**src/trl_pkg.sv**
```systemverilog
// trl_pkg: register map, field layout and reset values of the reload timers.
// assumes byte addressing on a 32-bit apb bus, one aligned word per register.
`default_nettype none

package trl_pkg;

  // bus geometry
  localparam int unsigned TRL_ADDR_W    = 13;
  localparam int unsigned TRL_DATA_W    = 32;
  localparam int unsigned TRL_IDX_W     = 2;
  localparam int unsigned TRL_MAX_TIMERS = 4;

  // register offsets of timer 0, later timers follow at a fixed stride
  localparam logic [12:0] TRL_OFS_CUR0  = 13'h1100;
  localparam logic [12:0] TRL_OFS_BASE0 = 13'h1110;
  localparam logic [12:0] TRL_OFS_VP0   = 13'h1120;
  localparam logic [12:0] TRL_STRIDE    = 13'h0040;

  // register kinds inside one timer's window (offset bits 5:4)
  localparam logic [1:0] TRL_KIND_CUR  = 2'h0;
  localparam logic [1:0] TRL_KIND_BASE = 2'h1;
  localparam logic [1:0] TRL_KIND_VP   = 2'h2;

  // field layout
  localparam int unsigned TRL_COUNT_W    = 31;
  localparam int unsigned TRL_HOLD_BIT   = 31;
  localparam int unsigned TRL_TOGGLE_BIT = 31;
  localparam int unsigned TRL_MASK_BIT   = 31;
  localparam int unsigned TRL_ACT_BIT    = 30;
  localparam int unsigned TRL_LEVEL_LSB  = 16;
  localparam int unsigned TRL_LEVEL_W    = 4;
  localparam int unsigned TRL_VEC_LSB    = 0;
  localparam int unsigned TRL_VEC_W      = 8;

  // reset values
  localparam logic        TRL_HOLD_RST   = 1'b0;
  localparam logic [30:0] TRL_RELOAD_RST = 31'h00000000;
  localparam logic        TRL_MASK_RST   = 1'b1;
  localparam logic [3:0]  TRL_LEVEL_RST  = 4'h0;
  localparam logic [7:0]  TRL_VEC_RST    = 8'h00;

  // decoded register access
  typedef struct packed {
    logic                 hit;
    logic [TRL_IDX_W-1:0] idx;
    logic [1:0]           kind;
  } trl_dec_t;

endpackage : trl_pkg

`default_nettype wire

```
**src/trl_chan_if.sv**
```systemverilog
// trl_chan_if: control and status between the register block and one timer channel.
// assumes both ends run on the same pclk.
`default_nettype none

interface trl_chan_if;
  logic        hold;
  logic [30:0] reload;
  logic        load;
  logic [30:0] count;
  logic        toggle;
  logic        expire;

  modport ctl  (output hold, output reload, output load,
                input  count, input toggle, input expire);
  modport chan (input  hold, input reload, input load,
                output count, output toggle, output expire);
endinterface : trl_chan_if

`default_nettype wire

```
**src/trl_timer_chan.sv**
```systemverilog
// trl_timer_chan: one down-counting timer with reload and toggle status.
// assumes tick is a one-cycle enable from logic on pclk.
`default_nettype none

module trl_timer_chan
  import trl_pkg::*;
(
  // clock and reset
  input  wire logic pclk,
  input  wire logic presetn,
  // count enable
  input  wire logic tick,
  // register side
  trl_chan_if.chan  ch
);

  logic [30:0] count;
  logic        toggle;
  logic        expire;
  logic [30:0] next_count;
  logic        next_toggle;
  logic        next_expire;

  always_comb begin
    next_count  = count;
    next_toggle = toggle;
    next_expire = 1'b0;
    if (ch.load) begin
      next_count  = ch.reload;
      next_toggle = 1'b0;
    end else if (!ch.hold && tick) begin
      // reaching zero reloads in the same tick, so the period is reload ticks
      if (count <= 31'h00000001) begin
        next_count  = ch.reload;
        next_toggle = ~toggle;
        next_expire = 1'b1;
      end else begin
        next_count = count - 31'h00000001;
      end
    end
  end

  always_ff @(posedge pclk or negedge presetn) begin
    if (!presetn) begin
      count  <= 31'h00000000;
      toggle <= 1'b0;
      expire <= 1'b0;
    end else begin
      count  <= next_count;
      toggle <= next_toggle;
      expire <= next_expire;
    end
  end

  assign ch.count  = count;
  assign ch.toggle = toggle;
  assign ch.expire = expire;
endmodule : trl_timer_chan

`default_nettype wire

```
**src/trl_timer_block.sv**
```systemverilog
// trl_timer_block: apb register file for up to four reload timers and their interrupt sources.
// assumes the surrounding controller takes irq_req, acknowledges by index and ends service by index.
//
// Implementation choices: register access over APB and the placing of the registers.
`default_nettype none

module trl_timer_block
  import trl_pkg::*;
#(
  parameter int unsigned NUM_TIMERS = 4
) (
  // apb clock and reset
  input  wire logic                   pclk,
  input  wire logic                   presetn,
  // apb slave
  input  wire logic                   psel,
  input  wire logic                   penable,
  input  wire logic                   pwrite,
  input  wire logic [TRL_ADDR_W-1:0]  paddr,
  input  wire logic [TRL_DATA_W-1:0]  pwdata,
  output logic      [TRL_DATA_W-1:0]  prdata,
  output logic                        pready,
  output logic                        pslverr,
  // timer tick enable
  input  wire logic                   tick,
  // requests to the interrupt controller
  output logic      [NUM_TIMERS-1:0]  irq_req,
  output logic                        irq_best_valid,
  output logic      [TRL_IDX_W-1:0]   irq_best_idx,
  output logic      [3:0]             irq_best_level,
  // acknowledge and end of service from the controller
  input  wire logic                   ack_valid,
  input  wire logic [TRL_IDX_W-1:0]   ack_idx,
  input  wire logic                   eoi_valid,
  input  wire logic [TRL_IDX_W-1:0]   eoi_idx,
  output logic                        ack_done,
  output logic      [7:0]             ack_vector
);

  if (NUM_TIMERS < 1 || NUM_TIMERS > TRL_MAX_TIMERS) begin : g_bad_num
    $error("NUM_TIMERS must lie in 1..4");
  end

  // address decode, shared by read and write paths
  function automatic trl_dec_t decode(input logic [TRL_ADDR_W-1:0] a);
    logic [12:0] rel;
    rel         = a - TRL_OFS_CUR0;
    decode.idx  = rel[7:6];
    decode.kind = rel[5:4];
    decode.hit  = (a >= TRL_OFS_CUR0) && (rel[12:8] == 5'h00) && (rel[3:0] == 4'h0)
                  && (rel[5:4] != 2'h3) && ({30'h0, rel[7:6]} < NUM_TIMERS);
  endfunction

  // per-timer state
  logic [NUM_TIMERS-1:0]       hold;
  logic [NUM_TIMERS-1:0][30:0] reload;
  logic [NUM_TIMERS-1:0]       load;
  logic [NUM_TIMERS-1:0]       mask;
  logic [NUM_TIMERS-1:0][3:0]  level;
  logic [NUM_TIMERS-1:0][7:0]  vec;
  logic [NUM_TIMERS-1:0]       pend;
  logic [NUM_TIMERS-1:0]       insvc;
  logic [NUM_TIMERS-1:0]       next_hold;
  logic [NUM_TIMERS-1:0][30:0] next_reload;
  logic [NUM_TIMERS-1:0]       next_load;
  logic [NUM_TIMERS-1:0]       next_mask;
  logic [NUM_TIMERS-1:0][3:0]  next_level;
  logic [NUM_TIMERS-1:0][7:0]  next_vec;
  logic [NUM_TIMERS-1:0]       next_pend;
  logic [NUM_TIMERS-1:0]       next_insvc;

  // channel status gathered from the interfaces
  logic [NUM_TIMERS-1:0][30:0] cnt;
  logic [NUM_TIMERS-1:0]       tog;
  logic [NUM_TIMERS-1:0]       expire;

  // output registers
  logic [TRL_DATA_W-1:0] next_prdata;
  logic                  next_pslverr;
  logic [NUM_TIMERS-1:0] next_irq_req;
  logic                  next_best_valid;
  logic [TRL_IDX_W-1:0]  next_best_idx;
  logic [3:0]            next_best_level;
  logic                  next_ack_done;
  logic [7:0]            next_ack_vector;

  trl_dec_t dec;
  logic     setup;
  logic     wr_acc;
  logic     ack_ok;
  logic     eoi_ok;

  assign dec    = decode(paddr);
  assign setup  = psel && !penable;
  // zero wait states: the access phase always completes on its first edge
  assign pready = 1'b1;
  assign wr_acc = psel && penable && pwrite && dec.hit;
  assign ack_ok = ack_valid && ({30'h0, ack_idx} < NUM_TIMERS);
  assign eoi_ok = eoi_valid && ({30'h0, eoi_idx} < NUM_TIMERS);

  for (genvar g = 0; g < NUM_TIMERS; g++) begin : g_chan
    trl_chan_if ch ();
    assign ch.hold   = hold[g];
    assign ch.reload = reload[g];
    assign ch.load   = load[g];
    assign cnt[g]    = ch.count;
    assign tog[g]    = ch.toggle;
    assign expire[g] = ch.expire;

    trl_timer_chan u_chan (
      .pclk    (pclk),
      .presetn (presetn),
      .tick    (tick),
      .ch      (ch.chan)
    );
  end

  // register writes, pending and in-service bookkeeping
  always_comb begin
    next_hold   = hold;
    next_reload = reload;
    next_load   = '0;
    next_mask   = mask;
    next_level  = level;
    next_vec    = vec;
    next_pend   = pend;
    next_insvc  = insvc;
    for (int i = 0; i < NUM_TIMERS; i++) begin
      if (wr_acc && dec.idx == TRL_IDX_W'(i)) begin
        if (dec.kind == TRL_KIND_BASE) begin
          next_reload[i] = pwdata[TRL_COUNT_W-1:0];
          next_hold[i]   = pwdata[TRL_HOLD_BIT];
          next_load[i]   = hold[i] && !pwdata[TRL_HOLD_BIT];
        end else if (dec.kind == TRL_KIND_VP) begin
          next_mask[i]  = pwdata[TRL_MASK_BIT];
          next_level[i] = pwdata[TRL_LEVEL_LSB +: TRL_LEVEL_W];
          next_vec[i]   = pwdata[TRL_VEC_LSB +: TRL_VEC_W];
        end
      end
      if (ack_ok && ack_idx == TRL_IDX_W'(i) && pend[i]) begin
        next_pend[i]  = 1'b0;
        next_insvc[i] = 1'b1;
      end
      if (eoi_ok && eoi_idx == TRL_IDX_W'(i)) begin
        next_insvc[i] = 1'b0;
      end
      // an expiry in the acknowledge cycle must not be lost
      if (expire[i]) begin
        next_pend[i] = 1'b1;
      end
    end
  end

  // requests and arbitration, computed from registered state
  always_comb begin
    next_best_valid = 1'b0;
    next_best_idx   = '0;
    next_best_level = 4'h0;
    for (int i = 0; i < NUM_TIMERS; i++) begin
      // pending stays latched under mask, so unmasking raises it again
      next_irq_req[i] = pend[i] && !mask[i] && (level[i] != 4'h0);
      // ties go to the lowest index
      if (next_irq_req[i] && (!next_best_valid || level[i] > next_best_level)) begin
        next_best_valid = 1'b1;
        next_best_idx   = TRL_IDX_W'(i);
        next_best_level = level[i];
      end
    end
    next_ack_done   = ack_ok;
    next_ack_vector = ack_ok ? vec[ack_idx] : ack_vector;
  end

  // read data is captured in the setup cycle, so it stands through the access phase
  always_comb begin
    next_prdata  = prdata;
    next_pslverr = 1'b0;
    if (setup) begin
      next_prdata  = '0;
      next_pslverr = !dec.hit;
      if (dec.hit && !pwrite) begin
        unique case (dec.kind)
          TRL_KIND_CUR: begin
            next_prdata[TRL_TOGGLE_BIT]         = tog[dec.idx];
            next_prdata[TRL_COUNT_W-1:0]        = cnt[dec.idx];
          end
          TRL_KIND_BASE: begin
            next_prdata[TRL_HOLD_BIT]           = hold[dec.idx];
            next_prdata[TRL_COUNT_W-1:0]        = reload[dec.idx];
          end
          TRL_KIND_VP: begin
            next_prdata[TRL_MASK_BIT]           = mask[dec.idx];
            next_prdata[TRL_ACT_BIT]            = pend[dec.idx] || insvc[dec.idx];
            next_prdata[TRL_LEVEL_LSB +: TRL_LEVEL_W] = level[dec.idx];
            next_prdata[TRL_VEC_LSB +: TRL_VEC_W]     = vec[dec.idx];
          end
          default: next_prdata = '0;
        endcase
      end
    end else if (!psel) begin
      next_prdata = '0;
    end
  end

  always_ff @(posedge pclk or negedge presetn) begin
    if (!presetn) begin
      hold   <= {NUM_TIMERS{TRL_HOLD_RST}};
      reload <= {NUM_TIMERS{TRL_RELOAD_RST}};
      load   <= '0;
      mask   <= {NUM_TIMERS{TRL_MASK_RST}};
      level  <= {NUM_TIMERS{TRL_LEVEL_RST}};
      vec    <= {NUM_TIMERS{TRL_VEC_RST}};
      pend   <= '0;
      insvc  <= '0;
    end else begin
      hold   <= next_hold;
      reload <= next_reload;
      load   <= next_load;
      mask   <= next_mask;
      level  <= next_level;
      vec    <= next_vec;
      pend   <= next_pend;
      insvc  <= next_insvc;
    end
  end

  always_ff @(posedge pclk or negedge presetn) begin
    if (!presetn) begin
      prdata         <= '0;
      pslverr        <= 1'b0;
      irq_req        <= '0;
      irq_best_valid <= 1'b0;
      irq_best_idx   <= '0;
      irq_best_level <= 4'h0;
      ack_done       <= 1'b0;
      ack_vector     <= 8'h00;
    end else begin
      prdata         <= next_prdata;
      pslverr        <= next_pslverr;
      irq_req        <= next_irq_req;
      irq_best_valid <= next_best_valid;
      irq_best_idx   <= next_best_idx;
      irq_best_level <= next_best_level;
      ack_done       <= next_ack_done;
      ack_vector     <= next_ack_vector;
    end
  end

  for (genvar k = 0; k < NUM_TIMERS; k++) begin : g_chk

  end
endmodule : trl_timer_block

`default_nettype wire

```
**config.mk**
```make
export PLATFORM = sky130hd
export DESIGN_NAME = trl_timer_block
export DESIGN_NICKNAME = d
export VERILOG_FILES = /design/src/trl_pkg.sv /design/src/trl_chan_if.sv /design/src/trl_timer_chan.sv /design/src/trl_timer_block.sv
export SDC_FILE = /design/constraint.sdc
export NUM_CORES = 1
export LEC_CHECK = 0
export BUFFER_PORTS_ARGS = -buffer_cell sky130_fd_sc_hd__buf_2
export CORE_MARGIN = 2
export CORE_UTILIZATION = 55
export DETAILED_ROUTE_END_ITERATION = 6
export PLACE_DENSITY = 0.78
export SLEW_MARGIN = 30
export SYNTH_ARGS = -nofsm -noshare
export SYNTH_HDL_FRONTEND = slang
export SYNTH_SLANG_ARGS = --single-unit
```
**constraint.sdc**
```tcl
create_clock -name pclk -period 4.4 [get_ports pclk]
set_input_delay 0.88 -clock pclk [delete_from_list [all_inputs] [get_ports pclk]]
set_output_delay 0.88 -clock pclk [all_outputs]
set_load 0.1 [all_outputs]
```
==> results of run 1 <==
## layout make-up
class,instances,area share [%]
multi-input combinational,1364,45.6
clock buffer,56,4.85
antenna,1,0.0105
sequential,377,39.6
timing repair buffer,192,5.19
clock inverter,17,1.33
inverter,48,0.756
tap,511,2.68
## synth_stat cells, types with 14 or more instances
library cell and count:
sky130_fd_sc_hd__nor4_1 35, sky130_fd_sc_hd__buf_1 15, sky130_fd_sc_hd__nand4_1 28, sky130_fd_sc_hd__a21oi_1 99
sky130_fd_sc_hd__o22ai_1 17, sky130_fd_sc_hd__a31oi_1 35, sky130_fd_sc_hd__o21ai_0 100, sky130_fd_sc_hd__nor3_1 63
sky130_fd_sc_hd__nor2_1 133, sky130_fd_sc_hd__nand2_1 130, sky130_fd_sc_hd__nand3_1 64, sky130_fd_sc_hd__or3_1 25
sky130_fd_sc_hd__mux2i_1 42, sky130_fd_sc_hd__or4_1 27, sky130_fd_sc_hd__dfrtp_1 373, sky130_fd_sc_hd__mux2_2 186
sky130_fd_sc_hd__buf_2 23, sky130_fd_sc_hd__ha_1 20, sky130_fd_sc_hd__clkbuf_1 85, sky130_fd_sc_hd__mux4_2 85
sky130_fd_sc_hd__nor3b_1 14, sky130_fd_sc_hd__a22o_1 14, sky130_fd_sc_hd__o211ai_1 14, sky130_fd_sc_hd__nand2b_1 18
sky130_fd_sc_hd__inv_1 48
## through the flow
stage / power (mW) / cells / hold WS (ns) / TNS, ns / utilization, %
floorplan: 4.48 / 1916 / 0.404 / 0 / -
global placement: 4.85 / 2482 / 0.419 / -0.341 / 59.0
detailed placement: 4.89 / 2482 / 0.428 / -0.667 / 59.0
CTS: 8.70 / 2555 / 0.316 / 0 / 63.0
global route: 8.97 / 2565 / 0.354 / -0.277 / 63.6
finish: 8.72 / 2566 / 0.289 / 0 / 63.6
## cell families after synthesis
| logic type | count (synthesis) | synth area share (%) |
|---|---|---|
| and+or+nand+nor | 611 | 15.4 |
| AOI/OAI and AO/OA | 416 | 13.2 |
| DFF | 377 | 45.4 |
| muxes | 313 | 21.3 |
| buffers and inverters | 175 | 3.39 |
| adders and majority gates | 20 | 1.20 |
| xor gates and xnor gates | 3 | 0.126 |
| other | 1 | 0.0180 |
## where the power goes
group	total [mW]	switching (mW)	internal (mW)	leakage [nW]
sequential	3.85	0.253	3.60	5.01
combinational	1.03	0.645	0.386	5.02
clock	3.84	1.48	2.37	0.719
total	8.72	2.37	6.35	10.7
## worst min-delay path by stage
stage                               startpoint                       to  slack [ns]  cells past startpoint
detailed placement  g_chan[2].u_chan.ch.expire                  pend[2]        0.43                      1
global placement    g_chan[3].u_chan.ch.expire                  pend[3]        0.42                      1
finish                                 presetn  g_chan[1].ch.reload[25]        0.29                      1
CTS                                    presetn  g_chan[1].ch.reload[25]        0.32                      1
global route                           presetn  g_chan[1].ch.reload[25]        0.35                      1
floorplan           g_chan[0].u_chan.ch.expire                  pend[0]        0.40                      1
## flip-flops by register name, summed over array words and instances, names as in the netlist
name	cells
ack_done	1
ack_vector	8
g_chan.ch.reload	124
g_chan.u_chan.ch.count	124
g_chan.u_chan.ch.expire	4
g_chan.u_chan.ch.toggle	4
hold	4
insvc	4
irq_best_idx	2
irq_best_level	4
irq_best_valid	1
irq_req	4
level	16
load	4
mask	4
pend	4
prdata	32
pslverr	1
vec	32
## critical path, stage by stage (launching register included)
cell	delay (ns)
sky130_fd_sc_hd__dfstp_2	0.56
sky130_fd_sc_hd__nor2b_4	0.06
sky130_fd_sc_hd__and2_1	0.18
sky130_fd_sc_hd__ha_1	0.28
sky130_fd_sc_hd__nand4_1	0.11
sky130_fd_sc_hd__o21ai_2	0.08
sky130_fd_sc_hd__a211o_1	0.35
sky130_fd_sc_hd__buf_4	0.16
sky130_fd_sc_hd__buf_4	0.12
sky130_fd_sc_hd__nand3_2	0.08
sky130_fd_sc_hd__and2_4	0.15
sky130_fd_sc_hd__ha_4	0.13
sky130_fd_sc_hd__nor2_1	0.07
sky130_fd_sc_hd__a221oi_4	0.31
sky130_fd_sc_hd__o21ai_2	0.13
sky130_fd_sc_hd__buf_4	0.19
sky130_fd_sc_hd__a31o_2	0.22
sky130_fd_sc_hd__ha_4	0.27
sky130_fd_sc_hd__nand4_1	0.08
sky130_fd_sc_hd__o21ai_0	0.08
sky130_fd_sc_hd__a21oi_1	0.07
sky130_fd_sc_hd__o21ai_2	0.19
sky130_fd_sc_hd__buf_6	0.14
sky130_fd_sc_hd__mux2i_1	0.21
## what timing repair did
| item | CTS | global route |
|---|---|---|
| setup buffers | 0 | 10 |
| gates resized for setup | 3 | 25 |
| endpoints found under the hold margin | 0 | 0 |
| pin swaps | 0 | 9 |
| cloned | 0 | 0 |
| endpoints found under the setup margin | 6 | 6 |
## per-layer routing
metal	GRT usage, %	up-vias
li1	-	7517
met5	0	-
met1	50.7	9005
met3	10.9	216
met4	12.6	2
met2	54.0	1099
==> run_summary.xml, run 1 <==
<?xml version="1.0" encoding="UTF-8"?>
<metrics>
  <group name="logic_synthesis">
    <metric name="yosys_register_bits" unit="">377</metric>
    <metric name="async_flop_share" unit="%">100</metric>
    <metric name="synth.yosys.warnings" unit="">0</metric>
    <metric name="synth.top_cells.by_area" unit="">sky130_fd_sc_hd__dfrtp_1 (45%), sky130_fd_sc_hd__mux2_2 (10%), sky130_fd_sc_hd__mux4_2 (9.2%), sky130_fd_sc_hd__o21ai_0 (2.4%), sky130_fd_sc_hd__nor2_1 (2.4%)</metric>
    <metric name="synthDominantCellAreaShare" unit="%">44.9</metric>
    <metric name="synth.cell_area" unit="mm²">0.0208</metric>
    <metric name="synth_nets" unit="">1993</metric>
    <metric name="synth_ff_type" unit="">sky130_fd_sc_hd__dfrtp_1</metric>
    <metric name="synth-edff-count" unit="">0</metric>
    <metric name="netlist_instances" unit="">1916</metric>
    <metric name="synth_cell_types" unit="">83</metric>
    <metric name="synth-seq-area-share" unit="%">45.4</metric>
    <metric name="netlist.top_cell.by_area" unit="">sky130_fd_sc_hd__dfrtp_1</metric>
    <metric name="synthesis.area_per_instance" unit="µm²">10.9</metric>
  </group>
  <group name="detailed_routing">
    <metric name="route.layer.met1.wl" unit="µm">27500</metric>
    <metric name="wl_met2" unit="µm">31700</metric>
    <metric name="highest_layer" unit="">met5</metric>
    <metric name="route.final.wire_length" unit="µm">70300</metric>
    <metric name="routed_via_density" unit="">6.95</metric>
    <metric name="detail_route.first_pass.iterations" unit="">6</metric>
    <metric name="vias" unit="">17800</metric>
    <metric name="sum_of_met3_wire_segment_lengths_after_detailed_routing" unit="µm">8670</metric>
    <metric name="route.antenna.remaining_nets" unit="">0</metric>
    <metric name="post-route-drc-count" unit="">0</metric>
    <metric name="drt_iter0_drc" unit="">2189</metric>
    <metric name="route.detailed.wl_per_inst" unit="µm">27.4</metric>
  </group>
  <group name="global_routing">
    <metric name="first_global_vias" unit="">17200</metric>
    <metric name="globalRouteTotalUtil" unit="%">36.3</metric>
    <metric name="grt-ovfl-total" unit="">0</metric>
    <metric name="grt_first_pass_wirelength" unit="µm">107000</metric>
    <metric name="antenna_found_initial" unit="">2</metric>
    <metric name="maximum_number_of_pins_on_one_net_before_global_route_repair" unit="">123</metric>
  </group>
  <group name="worst_setup_path">
    <metric name="worstSetupStartpoint" unit="">mask[0]</metric>
    <metric name="r2r-start" unit="">mask[0]</metric>
    <metric name="data_required_critical_path" unit="ns">4.87</metric>
    <metric name="reg2regPathDepth" unit="">23</metric>
    <metric name="timing.setup.critical_path_class" unit="">reg -&gt; reg</metric>
    <metric name="rrSetupSlack" unit="ns">0.11</metric>
    <metric name="worst_r2r_endpoint" unit="">irq_best_level[1]</metric>
    <metric name="cp-end-kind" unit="">flip-flop</metric>
    <metric name="crit_end" unit="">irq_best_level[1]</metric>
    <metric name="cp.arrival" unit="ns">4.76</metric>
    <metric name="critPathLaunchType" unit="">flip-flop</metric>
    <metric name="path_max_fanout" unit="">5</metric>
  </group>
  <group name="sta">
    <metric name="timing_max_transition_violations_final" unit="">0</metric>
    <metric name="setup_slack" unit="ns">0.110</metric>
    <metric name="period_needed" unit="ns">4.29</metric>
    <metric name="post-route-period-util" unit="%">97.5</metric>
    <metric name="final_hold_viol_count" unit="">0</metric>
    <metric name="setup-violations-final" unit="">0</metric>
    <metric name="final.setup_skew" unit="ns">0.0166</metric>
    <metric name="tightest_slew" unit="ns">1.06</metric>
    <metric name="relSlewSlack" unit="%">29.3</metric>
    <metric name="max_clock_freq" unit="MHz">233</metric>
  </group>
  <group name="clock_tree">
    <metric name="cell_chosen_for_the_clock_root" unit="">sky130_fd_sc_hd__clkbuf_16</metric>
    <metric name="clock_tree.buffer_depth" unit="">3</metric>
    <metric name="htree_levels" unit="">2</metric>
    <metric name="cts_hold_buffers" unit="">0</metric>
    <metric name="insertion_delay" unit="ns">0.57</metric>
    <metric name="cts.reportedPaths.clkPinSlew" unit="ns">0.06</metric>
    <metric name="clock-sinks" unit="">377</metric>
    <metric name="cts_tree" unit="">done</metric>
    <metric name="cts_inserted_buffers" unit="">42</metric>
  </group>
  <group name="placed_design">
    <metric name="dp_hpwl" unit="µm">49500</metric>
    <metric name="port-buffer-count" unit="">109</metric>
    <metric name="dpl_cell_area" unit="mm²">0.0221</metric>
    <metric name="dp_slack" unit="ns">-0.166</metric>
    <metric name="finalWeightedCongestion" unit="">1.02</metric>
  </group>
  <group name="run">
    <metric name="cap_viol_max_count" unit="">0</metric>
  </group>
  <group name="cells_and_area">
    <metric name="multiInputGateArea" unit="mm²">0.0109</metric>
    <metric name="register_area" unit="mm²">0.00944</metric>
    <metric name="layout.cells.most_common" unit="">sky130_fd_sc_hd__dfrtp_1</metric>
    <metric name="layout.cell_area.non_filler" unit="mm²">0.0238</metric>
    <metric name="fraction_of_final_layout_cells_sized_beyond_drive_strength_1" unit="%">28.6</metric>
    <metric name="syn_to_final_growth" unit="%">14.6</metric>
    <metric name="fillers" unit="">2939</metric>
    <metric name="nNetsFinal" unit="">2102</metric>
    <metric name="most-common-layout-cells" unit="">sky130_fd_sc_hd__dfrtp_1 (373), sky130_fd_sc_hd__mux2_2 (185), sky130_fd_sc_hd__nor2_1 (132)</metric>
  </group>
  <group name="power">
    <metric name="vdd_ir_drop_max" unit="mV">0.224</metric>
    <metric name="power_density" unit="mW/mm²">366</metric>
    <metric name="p_leak" unit="nW">10.7</metric>
  </group>
  <group name="floorplanning">
    <metric name="die_width" unit="µm">198</metric>
    <metric name="top_level_pins" unit="">111</metric>
    <metric name="placeable_core_region" unit="mm²">0.0375</metric>
    <metric name="die_y" unit="µm">198</metric>
    <metric name="design.die.area" unit="mm²">0.0394</metric>
    <metric name="floorplan.initialDensity" unit="%">55.5</metric>
    <metric name="fp-row-count" unit="">71</metric>
  </group>
  <group name="outcome">
    <metric name="outcome" unit="">complete, no violations</metric>
  </group>
  <group name="hold_path">
    <metric name="min_path_type" unit="">in -&gt; async</metric>
  </group>
</metrics>
Power figures use the tool's default switching activity.
==> inputs of run 2 (changes only) <==
Settings changed: PLACE_DENSITY 0.78 to 0.75.
Clock period 4.4 ns to 4.8 ns, I/O delays scaled along.
==> run 2 against run 1 <==
Cell count is 1.5% lower; critical path type unchanged; largest power group unchanged; maximum frequency decreased by 2.6%; critical path depth fell by 3; wire length shrank 4.4%; sequential power down 8.3%; core utilization down 1.2 points.
==> run_summary.xml, run 2 (synthesis gave the netlist of run 1 again) <==
<?xml version="1.0" encoding="UTF-8"?>
<metrics>
  <group name="outcome">
    <metric name="outcome" unit="">complete, no violations</metric>
  </group>
  <group name="worst_setup_path">
    <metric name="critical_path.cell_chain" unit="">nor2b_2 &gt; nand2_1 &gt; ha_1 &gt; nor2b_1 &gt; o21ai_0 &gt; a211o_1 &gt; nand3_1 &gt; and2_1 &gt; ha_1 &gt; nor2b_1 &gt; o21ai_1 &gt; a221oi_2 &gt; o21ai_1 &gt; buf_4 &gt; a31o_2 &gt; ha_1 &gt; o21ai_0 &gt; a21oi_1 &gt; o21ai_1 &gt; mux2_2</metric>
    <metric name="timing.setup.critical_path_class" unit="">reg -&gt; reg</metric>
    <metric name="cp-end-kind" unit="">flip-flop</metric>
    <metric name="path_max_fanout" unit="">5</metric>
    <metric name="worst_path_max_delay_cell" unit="">sky130_fd_sc_hd__dfrtp_1</metric>
    <metric name="cp.arrival" unit="ns">4.86</metric>
    <metric name="rrSetupSlack" unit="ns">0.39</metric>
    <metric name="reg2regPathDepth" unit="">20</metric>
    <metric name="worst_r2r_endpoint" unit="">irq_best_level[0]</metric>
    <metric name="r2r-start" unit="">pend[0]</metric>
    <metric name="critPathLaunchType" unit="">flip-flop</metric>
    <metric name="timing.critical_path.slowest_cell_delay" unit="ns">0.40</metric>
    <metric name="data_required_critical_path" unit="ns">5.25</metric>
  </group>
  <group name="detailed_routing">
    <metric name="post-route-drc-count" unit="">0</metric>
    <metric name="vias" unit="">17400</metric>
    <metric name="route.final.wire_length" unit="µm">67200</metric>
    <metric name="routed_via_density" unit="">6.89</metric>
    <metric name="detail_route.first_pass.iterations" unit="">5</metric>
    <metric name="drt_iter0_drc" unit="">1768</metric>
    <metric name="route.detailed.wl_per_inst" unit="µm">26.6</metric>
    <metric name="route.antenna.remaining_nets" unit="">0</metric>
  </group>
  <group name="floorplanning">
    <metric name="die_y" unit="µm">198</metric>
    <metric name="fp-row-count" unit="">71</metric>
    <metric name="placeable_core_region" unit="mm²">0.0375</metric>
    <metric name="die_width" unit="µm">198</metric>
    <metric name="design.die.area" unit="mm²">0.0394</metric>
    <metric name="floorplan.initialDensity" unit="%">55.5</metric>
    <metric name="top_level_pins" unit="">111</metric>
  </group>
  <group name="sta">
    <metric name="rsz0062_at_grt" unit="">false</metric>
    <metric name="tightest_slew" unit="ns">1.03</metric>
    <metric name="relSlewSlack" unit="%">30.8</metric>
    <metric name="period_needed" unit="ns">4.41</metric>
    <metric name="post-route-period-util" unit="%">91.8</metric>
    <metric name="final_hold_viol_count" unit="">0</metric>
    <metric name="max_clock_freq" unit="MHz">227</metric>
    <metric name="timing_max_transition_violations_final" unit="">0</metric>
    <metric name="setup_slack" unit="ns">0.393</metric>
    <metric name="total_negative_slack" unit="ns">0</metric>
    <metric name="setup-violations-final" unit="">0</metric>
    <metric name="final.setup_skew" unit="ns">0.0207</metric>
  </group>
  <group name="global_routing">
    <metric name="grt_first_pass_wirelength" unit="µm">103000</metric>
    <metric name="globalRouteTotalUtil" unit="%">34.8</metric>
    <metric name="antenna_found_initial" unit="">4</metric>
    <metric name="first_global_vias" unit="">16900</metric>
    <metric name="maximum_number_of_pins_on_one_net_before_global_route_repair" unit="">106</metric>
    <metric name="grt-ovfl-total" unit="">0</metric>
  </group>
  <group name="cells_and_area">
    <metric name="nNetsFinal" unit="">2062</metric>
    <metric name="biggestRegsByFlops" unit="">g_chan.ch.reload x124, g_chan.u_chan.ch.count x124</metric>
    <metric name="fillers" unit="">2992</metric>
    <metric name="finalNonFillerCells" unit="">2527</metric>
    <metric name="fraction_of_final_layout_cells_sized_beyond_drive_strength_1" unit="%">26.3</metric>
    <metric name="syn_to_final_growth" unit="%">12.5</metric>
    <metric name="most-common-layout-cells" unit="">sky130_fd_sc_hd__dfrtp_1 (372), sky130_fd_sc_hd__mux2_2 (186), sky130_fd_sc_hd__nor2_1 (132)</metric>
    <metric name="multiInputGateArea" unit="mm²">0.0107</metric>
    <metric name="register_area" unit="mm²">0.00944</metric>
    <metric name="layout.cells.most_common" unit="">sky130_fd_sc_hd__dfrtp_1</metric>
  </group>
  <group name="placed_design">
    <metric name="dp_hpwl" unit="µm">48400</metric>
    <metric name="placedCellCount" unit="">2452</metric>
    <metric name="finalWeightedCongestion" unit="">0.985</metric>
    <metric name="port-buffer-count" unit="">109</metric>
    <metric name="dp_slack" unit="ns">0.230</metric>
  </group>
  <group name="power">
    <metric name="vdd_ir_drop_max" unit="mV">0.351</metric>
    <metric name="totalPowerFinal" unit="mW">7.95</metric>
    <metric name="p_leak" unit="nW">10.5</metric>
    <metric name="power_density" unit="mW/mm²">340</metric>
  </group>
  <group name="clock_tree">
    <metric name="insertion_delay" unit="ns">0.57</metric>
    <metric name="clock-sinks" unit="">377</metric>
    <metric name="cell_chosen_for_the_clock_root" unit="">sky130_fd_sc_hd__clkbuf_16</metric>
    <metric name="cts_hold_buffers" unit="">0</metric>
    <metric name="cts.reportedPaths.clkPinSlew" unit="ns">0.06</metric>
    <metric name="htree_levels" unit="">2</metric>
    <metric name="cts_inserted_buffers" unit="">42</metric>
    <metric name="post_cts_buffers" unit="">0</metric>
    <metric name="cts_tree" unit="">done</metric>
    <metric name="clock_tree.buffer_depth" unit="">3</metric>
    <metric name="cts.repair.resized" unit="">0</metric>
  </group>
  <group name="hold_path">
    <metric name="min_path_type" unit="">in -&gt; async</metric>
  </group>
  <group name="run">
    <metric name="cap_viol_max_count" unit="">0</metric>
  </group>
</metrics>
run 2: per-stage QoR:
stage               utilization (%)  instance area (µm²)  hold slack, ns
floorplan                         -                20800           0.404
global route                   62.4                23400           0.483
detailed placement             58.4                21900           0.418
global placement               58.3                21900           0.411
CTS                            62.3                23400           0.438
finish                         62.4                23400           0.431
run 2: cell type report:
| cell class | instances | share of cell area [%] |
|---|---|---|
| sequential | 377 | 40.3 |
| tap | 511 | 2.73 |
| multi-input combinational | 1364 | 45.8 |
| antenna | 3 | 0.0321 |
| timing repair buffer | 152 | 4.00 |
| clock buffer | 59 | 5.20 |
| inverter | 48 | 0.770 |
| clock inverter | 13 | 1.11 |
run 2: power breakdown:
part           internal [mW]  switching, mW  total (mW)
Clock                   2.14           1.34        3.48
Sequential              3.30          0.237        3.53
Combinational          0.351          0.580       0.931
Total                   5.79           2.16        7.95
run 2: worst max-delay path by stage:
| stage | end | cells after the start | from |
|---|---|---|---|
| 6_report | irq_best_level[0] | 20 | pend[0] |
| 2_1_floorplan | irq_best_level[0] | 21 | mask[0] |
| 3_3_place_gp | irq_best_level[0] | 20 | pend[0] |
| 3_5_place_dp | irq_best_level[0] | 20 | pend[0] |
| 4_1_cts | irq_best_level[0] | 20 | pend[0] |
| 5_1_grt | irq_best_level[2] | 22 | pend[0] |
run 2: layer usage:
layer / routed length [µm] / global-route usage [%] / share of wire [%]
met1: 26500 / 47.8 / 39
met5: 50 / 0 / 0.074
met2: 30400 / 52.4 / 45
met3: 8150 / 11.2 / 12
met4: 2140 / 11.6 / 3.2
run 2: worst max-delay path, delay by kind of cell, from the launching register on:
family / cells / cell delay (ns)
compound gates: 9 / 1.59
simple gates: 6 / 0.93
fa+ha+maj: 3 / 0.85
flops: 1 / 0.40
mux: 1 / 0.36
buf+inv: 1 / 0.16
